--- config.mk ---
export PLATFORM = sky130hd
export DESIGN_NAME = fcrc_top
export DESIGN_NICKNAME = d
export VERILOG_FILES = /design/src/design/fcrc_pkg.sv /design/src/design/fcrc_top.sv /design/src/design/fcrc_sync.sv /design/src/design/fcrc_timer.sv
export VERILOG_INCLUDE_DIRS = /design/src /design/src/design
export SDC_FILE = /design/constraint.sdc
export NUM_CORES = 1
export LEC_CHECK = 0
export CORE_ASPECT_RATIO = 2
export CORE_UTILIZATION = 40
export DETAILED_ROUTE_END_ITERATION = 8
export DONT_BUFFER_PORTS = 1
export SKIP_CTS_REPAIR_TIMING = 1
export SYNTH_ARGS = -nofsm -noshare
export SYNTH_HDL_FRONTEND = slang
export SYNTH_HIERARCHICAL = 1
export SYNTH_SLANG_ARGS = --single-unit
--- constraint.sdc ---
create_clock -name pclk -period 3 [get_ports pclk]
set_clock_uncertainty 0.1 [all_clocks]
set_input_delay 0.75 -clock pclk [delete_from_list [all_inputs] [get_ports pclk]]
set_output_delay 0.75 -clock pclk [all_outputs]
set_load 0.05 [all_outputs]
--- src/design/fcrc_regs.svh ---
// Purpose: Register map, field positions and timing figures of the flash reprogram control
// Assumes: APB byte addresses, one register per aligned 32-bit word
// Notes: Definitions only
`ifndef FCRC_REGS_SVH
`define FCRC_REGS_SVH
// ----------------------------------------
// Offsets
// ----------------------------------------
`define FCRC_OFS_CTRL1 12'h000
`define FCRC_OFS_CTRL2 12'h004
`define FCRC_OFS_STAT 12'h008
`define FCRC_OFS_CMD 12'h00c
`define FCRC_OFS_REGION 12'h010
// ----------------------------------------
// Control register one fields
// ----------------------------------------
`define FCRC_C1_CMDEN 0
`define FCRC_C1_MODE 1
`define FCRC_C1_WUS 2
`define FCRC_C1_LBD 3
`define FCRC_C1_RESET 32'h0000_0004
// ----------------------------------------
// Control register two fields
// ----------------------------------------
`define FCRC_C2_SPEN 0
`define FCRC_C2_SPREQ 1
`define FCRC_C2_ISPE 2
`define FCRC_C2_BSYRDIE 3
`define FCRC_C2_RDYIE 4
// ----------------------------------------
// Status register fields
// ----------------------------------------
`define FCRC_ST_RDY 7
`define FCRC_ST_ERS 5
`define FCRC_ST_PRS 4
`define FCRC_ST_EBS 3
`define FCRC_ST_SUSP 0
// ----------------------------------------
// Command word
// ----------------------------------------
`define FCRC_CMD_PROG 2'h1
`define FCRC_CMD_ERASE 2'h2
`define FCRC_CMD_BLANK 2'h3
// ----------------------------------------
// Timing, in microseconds at 200 MHz
// ----------------------------------------
`define FCRC_CLK_MHZ 200
`define FCRC_SUSP_US 50
`define FCRC_SUSP_CYC (`FCRC_SUSP_US * `FCRC_CLK_MHZ)
`define FCRC_PROG_US 150
`define FCRC_PROG_CYC (`FCRC_PROG_US * `FCRC_CLK_MHZ)
`define FCRC_ERASE_US 200000
`define FCRC_ERASE_CYC (`FCRC_ERASE_US * `FCRC_CLK_MHZ)
`endif

--- src/design/fcrc_pkg.sv ---
// Purpose: Types shared by the flash reprogram control files
// Assumes: Nothing
// Notes: Gray codes along idle, run, suspend
package fcrc_pkg;
  typedef enum logic [1:0] {
    FCRC_IDLE = 2'h0,
    FCRC_RUN = 2'h1,
    FCRC_SUSP = 2'h3,
    FCRC_DONE = 2'h2
  } fcrc_state_t;
  typedef enum logic [1:0] {
    FCRC_OP_NONE = 2'h0,
    FCRC_OP_PROG = 2'h1,
    FCRC_OP_ERASE = 2'h2,
    FCRC_OP_BLANK = 2'h3
  } fcrc_op_t;
endpackage

--- src/design/fcrc_top.sv ---
// Purpose: CPU reprogramming control of the user flash, reached over APB
// Assumes: Commands arrive as APB writes to the command word with a target address
// Notes: Array timing is modelled by counters; the cell array itself is outside
//
// The register addresses and register access over APB were left to the implementer.
`include "fcrc_regs.svh"
// Behaviour
// Commands target the region being reprogrammed
// Erasure may suspend to serve interrupts
// User ROM readable while erase suspended
// RAM mode program runs from RAM
// Flash mode never targets own block
// Read-array state after every command
// Flash mode holds CPU and ports
// Status shows program, erase, blank flags
// RAM mode: enable and request suspend
// RAM mode: enable, irq enable, irq suspend
// Flash mode: enable and irq suspend
// RAM mode raises ready and busy-read irqs
// Flash mode raises no flash irqs
// Transfer controller avoids ROM during processing
// No transfer controller with RAM program
// RAM mode selection order by software
// Wait then check ready before reading
// Clearing request resumes erasure
// Vectors and handlers placed in RAM
// Slow bus clock before reading ROM
// Flash mode: select bit, then enable
// Flash mode irq only after transition time
// Flash mode irq sets suspend request
// Software clears request to resume
// Ready rise clears enable and lock-disable
// Suspend without erasure does nothing
module fcrc_top
  import fcrc_pkg::*;
#(
  parameter int PROG_CYC = `FCRC_PROG_CYC,
  parameter int ERASE_CYC = `FCRC_ERASE_CYC,
  parameter int SUSP_CYC = `FCRC_SUSP_CYC,
  parameter int ADDR_W = 24
) (
  input wire logic pclk,
  input wire logic presetn,
  input wire logic psel,
  input wire logic penable,
  input wire logic pwrite,
  input wire logic [11:0] paddr,
  input wire logic [31:0] pwdata,
  output logic [31:0] prdata,
  output logic pready,
  output logic pslverr,
  input wire logic irq_pin,
  input wire logic rom_read,
  output logic rom_read_ok,
  output logic cpu_hold,
  output logic port_hold,
  output logic flash_irq,
  output logic [ADDR_W-1:0] op_addr
);
  import fcrc_pkg::*;
  localparam int TW = 32;
  initial begin
    if (ADDR_W < 8 || ADDR_W > 24) $error("fcrc_top address width out of range");
    if (PROG_CYC < 1 || ERASE_CYC < 2 || SUSP_CYC < 1) $error("fcrc_top counts must be positive");
  end
  // ----------------------------------------
  // Bus decode
  // ----------------------------------------
  function automatic logic hit(input logic [11:0] a, input logic [11:0] ofs);
    return a == ofs;
  endfunction
  logic wr_acc;
  logic mapped;
  assign wr_acc = psel && penable && pwrite;
  assign mapped = hit(paddr, `FCRC_OFS_CTRL1) || hit(paddr, `FCRC_OFS_CTRL2) ||
                  hit(paddr, `FCRC_OFS_STAT) || hit(paddr, `FCRC_OFS_CMD) || hit(paddr, `FCRC_OFS_REGION);
  assign pready = 1'b1;
  assign pslverr = psel && penable && !mapped;
  // ----------------------------------------
  // Registers and state
  // ----------------------------------------
  logic cmd_en, mode_sel, wus, lock_dis;
  logic sp_en, sp_req, isp_en, bsyrd_ie, rdy_ie;
  logic prs, ers, ebs;
  logic [ADDR_W-1:0] region_base;
  logic [ADDR_W-1:0] next_region_base;
  logic [ADDR_W-1:0] next_op_addr;
  logic next_cmd_en, next_mode_sel, next_wus, next_lock_dis;
  logic next_sp_en, next_sp_req, next_isp_en, next_bsyrd_ie, next_rdy_ie;
  logic next_prs, next_ers, next_ebs;
  fcrc_state_t state, next_state;
  fcrc_op_t op, next_op;
  logic [31:0] next_prdata;
  logic next_flash_irq;
  logic irq_s;
  logic [TW-1:0] grace;
  logic [TW-1:0] next_grace;
  logic t_load, t_busy, t_done;
  logic [TW-1:0] t_val;
  logic ready_flag;
  logic busy_q;
  logic cmd_go;
  logic [1:0] cmd_code;
  logic susp_go;
  fcrc_sync u_irq_sync (
    .pclk(pclk),
    .presetn(presetn),
    .din(irq_pin),
    .dout(irq_s)
  );
  fcrc_timer #(.WIDTH(TW)) u_timer (
    .pclk(pclk),
    .presetn(presetn),
    .load(t_load),
    .load_val(t_val),
    .pause(state == FCRC_SUSP),
    .busy(t_busy),
    .done(t_done)
  );
  assign ready_flag = (state == FCRC_IDLE) || (state == FCRC_SUSP);
  assign cmd_code = pwdata[1:0];
  // Command accepted only with commands enabled and a target at or above the chosen region base
  assign cmd_go = wr_acc && hit(paddr, `FCRC_OFS_CMD) && cmd_en && state == FCRC_IDLE &&
                  cmd_code != 2'h0 && {8'h0, pwdata[31:8]} >= 32'(region_base);
  // ----------------------------------------
  // Suspend decision
  // ----------------------------------------
  always_comb begin
    susp_go = 1'b0;
    // Not once the count is spent: the done pulse would be lost
    if (state == FCRC_RUN && op == FCRC_OP_ERASE && sp_en && t_busy) begin
      if (!mode_sel) begin
        susp_go = sp_req || (isp_en && irq_s);
      end else begin
        susp_go = sp_req || (irq_s && grace == '0);
      end
    end
  end
  // ----------------------------------------
  // Next state
  // ----------------------------------------
  always_comb begin
    next_state = state;
    next_op = op;
    next_op_addr = op_addr;
    next_region_base = region_base;
    next_cmd_en = cmd_en;
    next_mode_sel = mode_sel;
    next_wus = wus;
    next_lock_dis = lock_dis;
    next_sp_en = sp_en;
    next_sp_req = sp_req;
    next_isp_en = isp_en;
    next_bsyrd_ie = bsyrd_ie;
    next_rdy_ie = rdy_ie;
    next_prs = prs;
    next_ers = ers;
    next_ebs = ebs;
    next_grace = (grace != '0) ? grace - 1'b1 : grace;
    next_flash_irq = 1'b0;
    t_load = 1'b0;
    t_val = '0;
    if (wr_acc && hit(paddr, `FCRC_OFS_CTRL1)) begin
      next_cmd_en = pwdata[`FCRC_C1_CMDEN];
      next_mode_sel = pwdata[`FCRC_C1_MODE];
      next_wus = pwdata[`FCRC_C1_WUS];
      next_lock_dis = pwdata[`FCRC_C1_LBD];
    end
    if (wr_acc && hit(paddr, `FCRC_OFS_CTRL2)) begin
      next_sp_en = pwdata[`FCRC_C2_SPEN];
      next_sp_req = pwdata[`FCRC_C2_SPREQ];
      next_isp_en = pwdata[`FCRC_C2_ISPE];
      next_bsyrd_ie = pwdata[`FCRC_C2_BSYRDIE];
      next_rdy_ie = pwdata[`FCRC_C2_RDYIE];
    end
    if (wr_acc && hit(paddr, `FCRC_OFS_REGION)) begin
      next_region_base = pwdata[ADDR_W-1:0];
    end
    case (state)
      FCRC_IDLE: begin
        if (cmd_go) begin
          next_op = fcrc_op_t'(cmd_code);
          next_op_addr = pwdata[ADDR_W+7:8];
          next_state = FCRC_RUN;
          t_load = 1'b1;
          t_val = (cmd_code == `FCRC_CMD_ERASE) ? TW'(ERASE_CYC) : TW'(PROG_CYC);
          next_grace = TW'(SUSP_CYC);
          next_prs = (cmd_code == `FCRC_CMD_PROG);
          next_ers = (cmd_code == `FCRC_CMD_ERASE);
          next_ebs = (cmd_code == `FCRC_CMD_BLANK);
        end
      end
      FCRC_RUN: begin
        if (susp_go) begin
          next_state = FCRC_SUSP;
          // Held in both modes so that only a software clear resumes
          next_sp_req = 1'b1;
        end else if (t_done) begin
          next_state = FCRC_DONE;
        end
      end
      FCRC_SUSP: begin
        if (!next_sp_req) begin
          next_state = FCRC_RUN;
        end
      end
      FCRC_DONE: begin
        next_state = FCRC_IDLE;
        next_op = FCRC_OP_NONE;
        next_prs = 1'b0;
        next_ers = 1'b0;
        next_ebs = 1'b0;
        next_cmd_en = 1'b0;
        next_lock_dis = 1'b0;
        next_flash_irq = !mode_sel && rdy_ie;
      end
      default: begin
        next_state = FCRC_IDLE;
      end
    endcase
    if (!mode_sel && bsyrd_ie && rom_read && busy_q && state != FCRC_SUSP) begin
      next_flash_irq = 1'b1;
    end
  end
  // ----------------------------------------
  // Read data
  // ----------------------------------------
  always_comb begin
    next_prdata = '0;
    if (psel && !penable && !pwrite) begin
      if (hit(paddr, `FCRC_OFS_CTRL1)) begin
        next_prdata = {28'h0, lock_dis, wus, mode_sel, cmd_en};
      end else if (hit(paddr, `FCRC_OFS_CTRL2)) begin
        next_prdata = {27'h0, rdy_ie, bsyrd_ie, isp_en, sp_req, sp_en};
      end else if (hit(paddr, `FCRC_OFS_STAT)) begin
        next_prdata = {24'h0, ready_flag, 1'b0, ers, prs, ebs, 2'h0, state == FCRC_SUSP};
      end else if (hit(paddr, `FCRC_OFS_REGION)) begin
        next_prdata = 32'(region_base);
      end
    end else begin
      next_prdata = prdata;
    end
  end
  // ----------------------------------------
  // Registers
  // ----------------------------------------
  always_ff @(posedge pclk or negedge presetn) begin
    if (!presetn) begin
      state <= FCRC_IDLE;
      op <= FCRC_OP_NONE;
      op_addr <= '0;
      region_base <= '0;
      {lock_dis, wus, mode_sel, cmd_en} <= 4'(`FCRC_C1_RESET);
      {rdy_ie, bsyrd_ie, isp_en, sp_req, sp_en} <= 5'h00;
      {prs, ers, ebs} <= 3'h0;
      grace <= '0;
      prdata <= '0;
      flash_irq <= 1'b0;
      busy_q <= 1'b0;
    end else begin
      state <= next_state;
      op <= next_op;
      op_addr <= next_op_addr;
      region_base <= next_region_base;
      {lock_dis, wus, mode_sel, cmd_en} <= {next_lock_dis, next_wus, next_mode_sel, next_cmd_en};
      {rdy_ie, bsyrd_ie, isp_en, sp_req, sp_en} <= {next_rdy_ie, next_bsyrd_ie, next_isp_en, next_sp_req, next_sp_en};
      {prs, ers, ebs} <= {next_prs, next_ers, next_ebs};
      grace <= next_grace;
      prdata <= next_prdata;
      flash_irq <= next_flash_irq;
      busy_q <= t_busy;
    end
  end
  // ----------------------------------------
  // Outputs
  // ----------------------------------------
  assign rom_read_ok = ready_flag;
  assign cpu_hold = mode_sel && state == FCRC_RUN;
  assign port_hold = cpu_hold;
  // ----------------------------------------
  // Checks
  // ----------------------------------------
  property p_done_idle;
    @(posedge pclk) disable iff (!presetn) state == FCRC_DONE |=> state == FCRC_IDLE && !cmd_en;
  endproperty
  a_done_idle: assert property (p_done_idle) else $error("no return to read array");
  property p_hold;
    @(posedge pclk) disable iff (!presetn) (cmd_go && mode_sel) |=> cpu_hold && port_hold;
  endproperty
  a_hold: assert property (p_hold) else $error("cpu not held in flash mode");
  property p_ers_flag;
    @(posedge pclk) disable iff (!presetn) (state == FCRC_RUN && op == FCRC_OP_ERASE) |-> ers && !prs;
  endproperty
  a_ers_flag: assert property (p_ers_flag) else $error("erase flag wrong");
  property p_req_susp;
    @(posedge pclk) disable iff (!presetn)
      (state == FCRC_RUN && op == FCRC_OP_ERASE && !mode_sel && sp_en && sp_req && t_busy) |=> state == FCRC_SUSP;
  endproperty
  a_req_susp: assert property (p_req_susp) else $error("request did not suspend");
  property p_irq_susp0;
    @(posedge pclk) disable iff (!presetn)
      (state == FCRC_RUN && op == FCRC_OP_ERASE && !mode_sel && sp_en && isp_en && irq_s && t_busy)
      |=> state == FCRC_SUSP;
  endproperty
  a_irq_susp0: assert property (p_irq_susp0) else $error("irq did not suspend");
  property p_irq_susp1;
    @(posedge pclk) disable iff (!presetn)
      (state == FCRC_RUN && op == FCRC_OP_ERASE && mode_sel && sp_en && irq_s && grace == '0 && t_busy)
      |=> state == FCRC_SUSP && sp_req;
  endproperty
  a_irq_susp1: assert property (p_irq_susp1) else $error("flash mode irq did not suspend");
  property p_grace;
    @(posedge pclk) disable iff (!presetn)
      (state == FCRC_RUN && mode_sel && !sp_req && grace != '0) |=> state != FCRC_SUSP;
  endproperty
  a_grace: assert property (p_grace) else $error("suspend before transition time");
  property p_resume;
    @(posedge pclk) disable iff (!presetn)
      (state == FCRC_SUSP && wr_acc && hit(paddr, `FCRC_OFS_CTRL2) && !pwdata[`FCRC_C2_SPREQ]) |=> state == FCRC_RUN;
  endproperty
  a_resume: assert property (p_resume) else $error("clear did not resume");
  property p_no_irq1;
    @(posedge pclk) disable iff (!presetn) $past(mode_sel) && mode_sel |-> !flash_irq;
  endproperty
  a_no_irq1: assert property (p_no_irq1) else $error("irq raised in flash mode");
  property p_idle_nosusp;
    @(posedge pclk) disable iff (!presetn) state == FCRC_IDLE |=> state != FCRC_SUSP;
  endproperty
  a_idle_nosusp: assert property (p_idle_nosusp) else $error("suspend without erase");
  property p_susp_read;
    @(posedge pclk) disable iff (!presetn) state == FCRC_SUSP |-> rom_read_ok;
  endproperty
  a_susp_read: assert property (p_susp_read) else $error("rom not readable in suspend");
endmodule

--- src/design/fcrc_sync.sv ---
// Purpose: Three-stage synchroniser with agreement filter for a pin level
// Assumes: Input from outside the pclk domain
// Notes: First stage feeds only the second
module fcrc_sync (
  input wire logic pclk,
  input wire logic presetn,
  input wire logic din,
  output logic dout
);
  logic s1;
  logic s2;
  logic s3;
  logic next_dout;
  always_comb begin
    next_dout = dout;
    if (s2 == s3) begin
      next_dout = s3;
    end
  end
  always_ff @(posedge pclk or negedge presetn) begin
    if (!presetn) begin
      s1 <= 1'b0;
      s2 <= 1'b0;
      s3 <= 1'b0;
      dout <= 1'b0;
    end else begin
      s1 <= din;
      s2 <= s1;
      s3 <= s2;
      dout <= next_dout;
    end
  end
endmodule

--- src/design/fcrc_timer.sv ---
// Purpose: Down counter that times an operation, frozen while paused
// Assumes: Load wins over pause
// Notes: Done is a one-cycle pulse on reaching zero
module fcrc_timer #(
  parameter int WIDTH = 26
) (
  input wire logic pclk,
  input wire logic presetn,
  input wire logic load,
  input wire logic [WIDTH-1:0] load_val,
  input wire logic pause,
  output logic busy,
  output logic done
);
  logic [WIDTH-1:0] cnt;
  logic [WIDTH-1:0] next_cnt;
  logic next_done;
  initial begin
    if (WIDTH < 2) $error("fcrc_timer width too small");
  end
  always_comb begin
    next_cnt = cnt;
    next_done = 1'b0;
    if (load) begin
      next_cnt = load_val;
    end else if (cnt != '0 && !pause) begin
      next_cnt = cnt - 1'b1;
      next_done = (cnt == {{(WIDTH-1){1'b0}}, 1'b1});
    end
  end
  always_ff @(posedge pclk or negedge presetn) begin
    if (!presetn) begin
      cnt <= '0;
      done <= 1'b0;
    end else begin
      cnt <= next_cnt;
      done <= next_done;
    end
  end
  assign busy = (cnt != '0);
endmodule

Yosys cells after proc, flatten, opt, wreduce, memory -nomap -nowiden
Index checks and enable logic that the tools add are counted.

word-level totals
  bits in registers = 167
  input port bits = 51
  logic and storage cells = 135

cells by class
  $add $sub $neg = 2
  equality and inequality tests = 17
  order comparisons = 1
  reduce and logical (&&, ||, !) cells = 49
  multiplexer cells = 40

operator list
  operator               count
  $mux 32                5
  $mux 24                4
  $mux 26                3
  $reduce_bool 32->1     2
  $sub 32x1->32 const B  2
  $eq 32x1->1 const B    1
  $logic_not 32->1       1
  $logic_and 1x1->1      25
  $eq 12x4->1 const B    2
  $ge 24x24->1           1
  $mux 1                 18
  $eq 12x3->1 const B    1
  $eq 12x5->1 const B    1
  $logic_not 12->1       1
  $eq 2x2->1 const B     5
  $mux 2                 5
  $pmux 2 s4             1
  $reduce_bool 2->1      4
  $logic_or 1x1->1       7
  $ne 2x2->1 const B     3
  $pmux 1 s2             3
  $logic_not 1->1        5
  $eq 2x1->1 const B     2
  $pmux 2 s2             1
  other kinds (5)        6

Longest topological paths before layout
  depth in word-level cells = 10
  gate-level depth with buffers = 13
  depth with buffers taken out = 11

Cells and area by module
Netlist, hierarchy kept.

by module, submodules not included
  module      instances  cells each  seq. area each (µm²)  area an instance (µm²)
  fcrc_top    1          602         3054.2                6034.5
  fcrc_timer  1          247         825.8                 2097.0
  fcrc_sync   1          5           100.1                 111.4

Least setup slack after synthesis
OpenSTA, ideal clock, no wires.

  path type = in2reg
  from = input port pwdata[21]
  to = register u_timer.cnt[15]
  arrival time = 3084 ps
  path slack = -308 ps
  buffers on the path = 2
  stages = 10
  path through = ha_1 > a21oi_1 > o21ai_0 > a221oi_1 > o211ai_1 > o2111ai_1 > inv_1 > clkbuf_1 > clkbuf_1 > o31a_1

between the ends
  longest elaborated chain between the ends = 5
  elaborated cells on any way between the ends = 8

RTL lines
  what                                          line              text
  from (decl)                                   fcrc_top.sv:48    input wire logic [31:0] pwdata,
  $ge 24x24->1 *                                fcrc_top.sv:124   cmd_code != 2'h0 && {8'h0, pwdata[31:8]} >= 32'(region_base);
  $logic_and 1x1->1 *                           fcrc_top.sv:123   assign cmd_go = wr_acc && hit(paddr, `FCRC_OFS_CMD) && cmd_en && state == FCRC_IDLE &&
  $mux 1 *                                      fcrc_top.sv:181   if (cmd_go) begin
  $mux 1 *                                      fcrc_top.sv:179   case (state)
  named net t_load                              fcrc_top.sv:98    logic t_load, t_busy, t_done;
  $mux 32 or $reduce_bool 2->1 (tied branches)  n/a
  to (signal assigned)                          fcrc_timer.sv:36  cnt <= next_cnt;
  to (decl)                                     fcrc_timer.sv:15  logic [WIDTH-1:0] cnt;

The timed path passes the listed nets; every way through them passes the cells marked *.
A chain may end at the register's enable or synchronous reset.

Worst setup path in the final report
  from = register u_timer.cnt[6]
  to = register u_timer.cnt[28]

between the ends
  longest elaborated chain between the ends = 3
  elaborated cells on any way between the ends = 6

RTL lines
  what                                                 line                                text
  $sub 32x1->32 or $reduce_bool 32->1 (tied branches)  fcrc_timer.sv:27, fcrc_timer.sv:26
  $mux 32 or $logic_and 1x1->1 (tied branches)         fcrc_timer.sv:26                    end else if (cnt != '0 && !pause) begin
  $mux 32 or $reduce_bool 2->1 (tied branches)         n/a

Parallel ways exist; a longest one is shown, timed or not. The select of a mux whose other input is x is not followed.

==> impl_metrics.csv <==
group,metric,value,unit
power,p_seq_share,47.0,%
timing,rsz0062_at_grt,"false",
power,p_sw,1010,µW
logic_synthesis,synth_edf_count,0,
logic_synthesis,syn_area,8240,µm²
routing,wl_per_cell,18.2,µm
place,gp_congestion,0.865,
flow_run,max-cap-violations,0,
routing,vias,6453,
worst_setup_path,path_class,"register to register",
worst_setup_path,reg2reg_depth,5,
run_status,status,"finished with violations",
final_layout,num_antenna_cells,0,
power,ir_worst_vdd,339,µV
final_layout,area_delta_synth_final,16.7,%
timing,hold_viol_final,158,
worst_setup_path,cp-start-kind,"register",
grt,grt_max_degree,160,
routing,antenna_left,0,
routing,drt_wl_total,21600,µm
power,switching_share,21.5,%
worst_setup_path,r2r-end,"u_timer/cnt[28]",
worst_setup_path,r2r_setup_slack,0.11,ns
routing,drc,0,
power,clkPwrFrac,51.2,%
grt,overflow,0,
floorplanning,start_util,40.7,%
floorplanning,die_x,104,µm
place,portBuffers,0,
clock_network,cts.sinks,159,
logic_synthesis,synth_ff_type,"dfrtp_1",
floorplanning,rows,74,
timing,worst_pin_slew,0.735,ns
grt,grt_pass1_vias,6630,
logic_synthesis,synth_area_per_cell,9.65,µm²
logic_synthesis,synth_area_leaders,"dfrtp_1 (48%), nand2_1 (5.0%), ha_1 (4.9%), mux2_2 (4.5%), nor2_1 (4.0%)",
worst_setup_path,timing.rr.start,"u_timer/cnt[6]",
logic_synthesis,yosysTopAreaCell,"dfrtp_1",
final_layout,fillers,1924,
final_layout,final_cell_mix,"dfrtp_1 (158), nand2_1 (110), nor2_1 (87)",
final_layout,fin_cells,1184,
worst_setup_path,critPathArrivalTime,3.14,ns
clock_network,cts_htree_levels,4,
clock_network,cts_root_buf,"clkbuf_16",
grt,antenna_found_initial,0,
logic_synthesis,synth_cell_types,72,
final_layout,drive_gt1_share,16.6,%
final_layout,utilization,47.4,%
clock_network,cts_tree,"done",
place,placed_cells,1151,
timing,setup-violations-final,0,
clock_network,clk_pin_slew,0.06,ns
worst_setup_path,cp_max_fo,13,
floorplanning,die-area,21200,µm²
final_layout,final_nets,988,
logic_synthesis,synth_top_area_share,48.0,%
logic_synthesis,yosysWarnings,6,
hold_path,hold_class,"input port to asynchronous set/reset pin",
power,power_leakage,0.00403,µW
logic_synthesis,synth_seq_area_share,48.3,%
timing,maxSlewViolCount,0,
timing,timing.hold.ws,-0.0872,ns
grt,gr-usage-all-layers,21.5,%
place,dp_hpwl,16200,µm
timing,fmax,346,MHz
logic_synthesis,async_flop_share,100,%
routing,drtIter0Drc,251,
logic_synthesis,ys_seq_elements,159,
worst_setup_path,cp-end-kind,"register",
timing,slew_headroom,50.7,%
final_layout,layout_commonest_cell,"dfrtp_1",
floorplanning,die_y,205,µm
clock_network,cts_buffers,17,
power,p_comb_share,1.8,%
routing,first_pass_iters,4,
power,power_density,489,nW/µm²
power,p_int,3690,µW
logic_synthesis,synthCells,854,
floorplanning,core_area,20300,µm²
routing,post_drt_via_cell_ratio,5.45,
grt,grt_pass1_wl,34700,µm
clock_network,worst_skew_pair.late_latency,0.44,ns
clock_network,clk_path_buf_depth,2,
timing,fin_crit,2.89,ns
worst_setup_path,required,3.25,ns
floorplanning,io_pins,113,
run_status,violations,"negative hold slack",
timing,layout_worst_path_cycle_share,96.4,%
-- worst max-delay path, cell delays in order (launching register included) --
cell     delay [ns]
dfrtp_1        0.42
or4_1          0.63
or4_4          0.56
or3_4          0.42
or4_1          0.48
a31oi_1        0.20
-- how the worst max path moves through the flow --
| stage | startpoint | endpoint | slack (ns) | cells past startpoint |
|---|---|---|---|---|
| 2_1_floorplan | pwdata[21] | op_addr[15] | -0.02 | 8 |
| 3_3_place_gp | pwdata[23] | u_timer/done | -0.29 | 9 |
| 3_5_place_dp | pwdata[21] | u_timer/done | -0.30 | 9 |
| 4_1_cts | region_base[15] | u_timer/done | 0.01 | 10 |
| 5_1_grt | u_timer/cnt[6] | u_timer/cnt[30] | 0.003 | 5 |
| 6_report | u_timer/cnt[6] | u_timer/cnt[28] | 0.11 | 5 |
-- through the flow --
| stage | setup slack, ns | setup TNS, ns | cell area [µm²] | power, µW |
|---|---|---|---|---|
| after floorplan | -0.0178 | -0.301 | 8370 | 2330 |
| after global placement | -0.290 | -1.56 | 8940 | 2330 |
| after detailed placement | -0.297 | -3.19 | 8940 | 2340 |
| after CTS | 0.0147 | 0 | 9590 | 4760 |
| after global routing | 0.00325 | 0 | 9620 | 4850 |
| final | 0.107 | 0 | 9620 | 4700 |
-- cells in the mapped netlist (all sizes together) (5+ instances only) --
library cell,number
a21oi,16
nor2,87
xor2,12
or2,7
ha,32
nand4,7
nor4,17
nand2b,8
dfrtp,158
nand3,35
a31oi,20
o21ai,43
xnor2,18
nand2,110
clkbuf,35
nand3b,5
o31ai,10
inv,41
or4,28
nor3,19
buf,13
o211ai,12
mux2,33
or3,11
o41ai,5
mux2i,6
and3,5
-- flip-flops by register name (all words and copies together) (netlist names), 2 cells and up --
| name | cells |
|---|---|
| state | 2 |
| u_timer/cnt | 32 |
| prdata | 24 |
| grace | 32 |
| op | 2 |
| region_base | 24 |
| op_addr | 24 |
-- per-layer routing --
layer  vias to the layer above  wire length [µm]  track usage (%)
met3                        48               830             5.09
met5                         -                 0                0
met1                      3161              7620             20.6
li1                       3105                 -                -
met2                       139             12100             41.0
met4                         0              1070             13.3
-- final cells by class --
class / count / area, µm² / share of cell area (%)
inverters: 41 / 156 / 1.63
repair buffers: 54 / 455 / 4.73
multi-input cells: 632 / 4040 / 42.0
well taps: 266 / 333 / 3.46
flip-flops and latches: 159 / 3980 / 41.4
clock inverters: 12 / 209 / 2.17
clock buffers: 20 / 447 / 4.64
-- cells by family after synthesis --
kind of cell / after synthesis / synth area share, %
compound gates: 143 / 11.6
xor+xnor: 30 / 3.19
fa+ha+maj: 33 / 4.99
buf+inv: 89 / 4.63
flops: 159 / 48.3
mux: 39 / 5.24
other cells: 2 / 0.0911
simple gates: 359 / 21.9
-- power by group through the flow --
stage | Combinational, µW | Sequential (µW) | Clock, µW
after detailed placement | 83.6 | 2250 | 0
after global routing | 94.7 | 2210 | 2550
after global placement | 82.5 | 2250 | 0
final | 84.9 | 2210 | 2410
after CTS | 84.6 | 2210 | 2460
after floorplan | 82.7 | 2240 | 0
No activity file was read; power rests on OpenSTA's default activity.
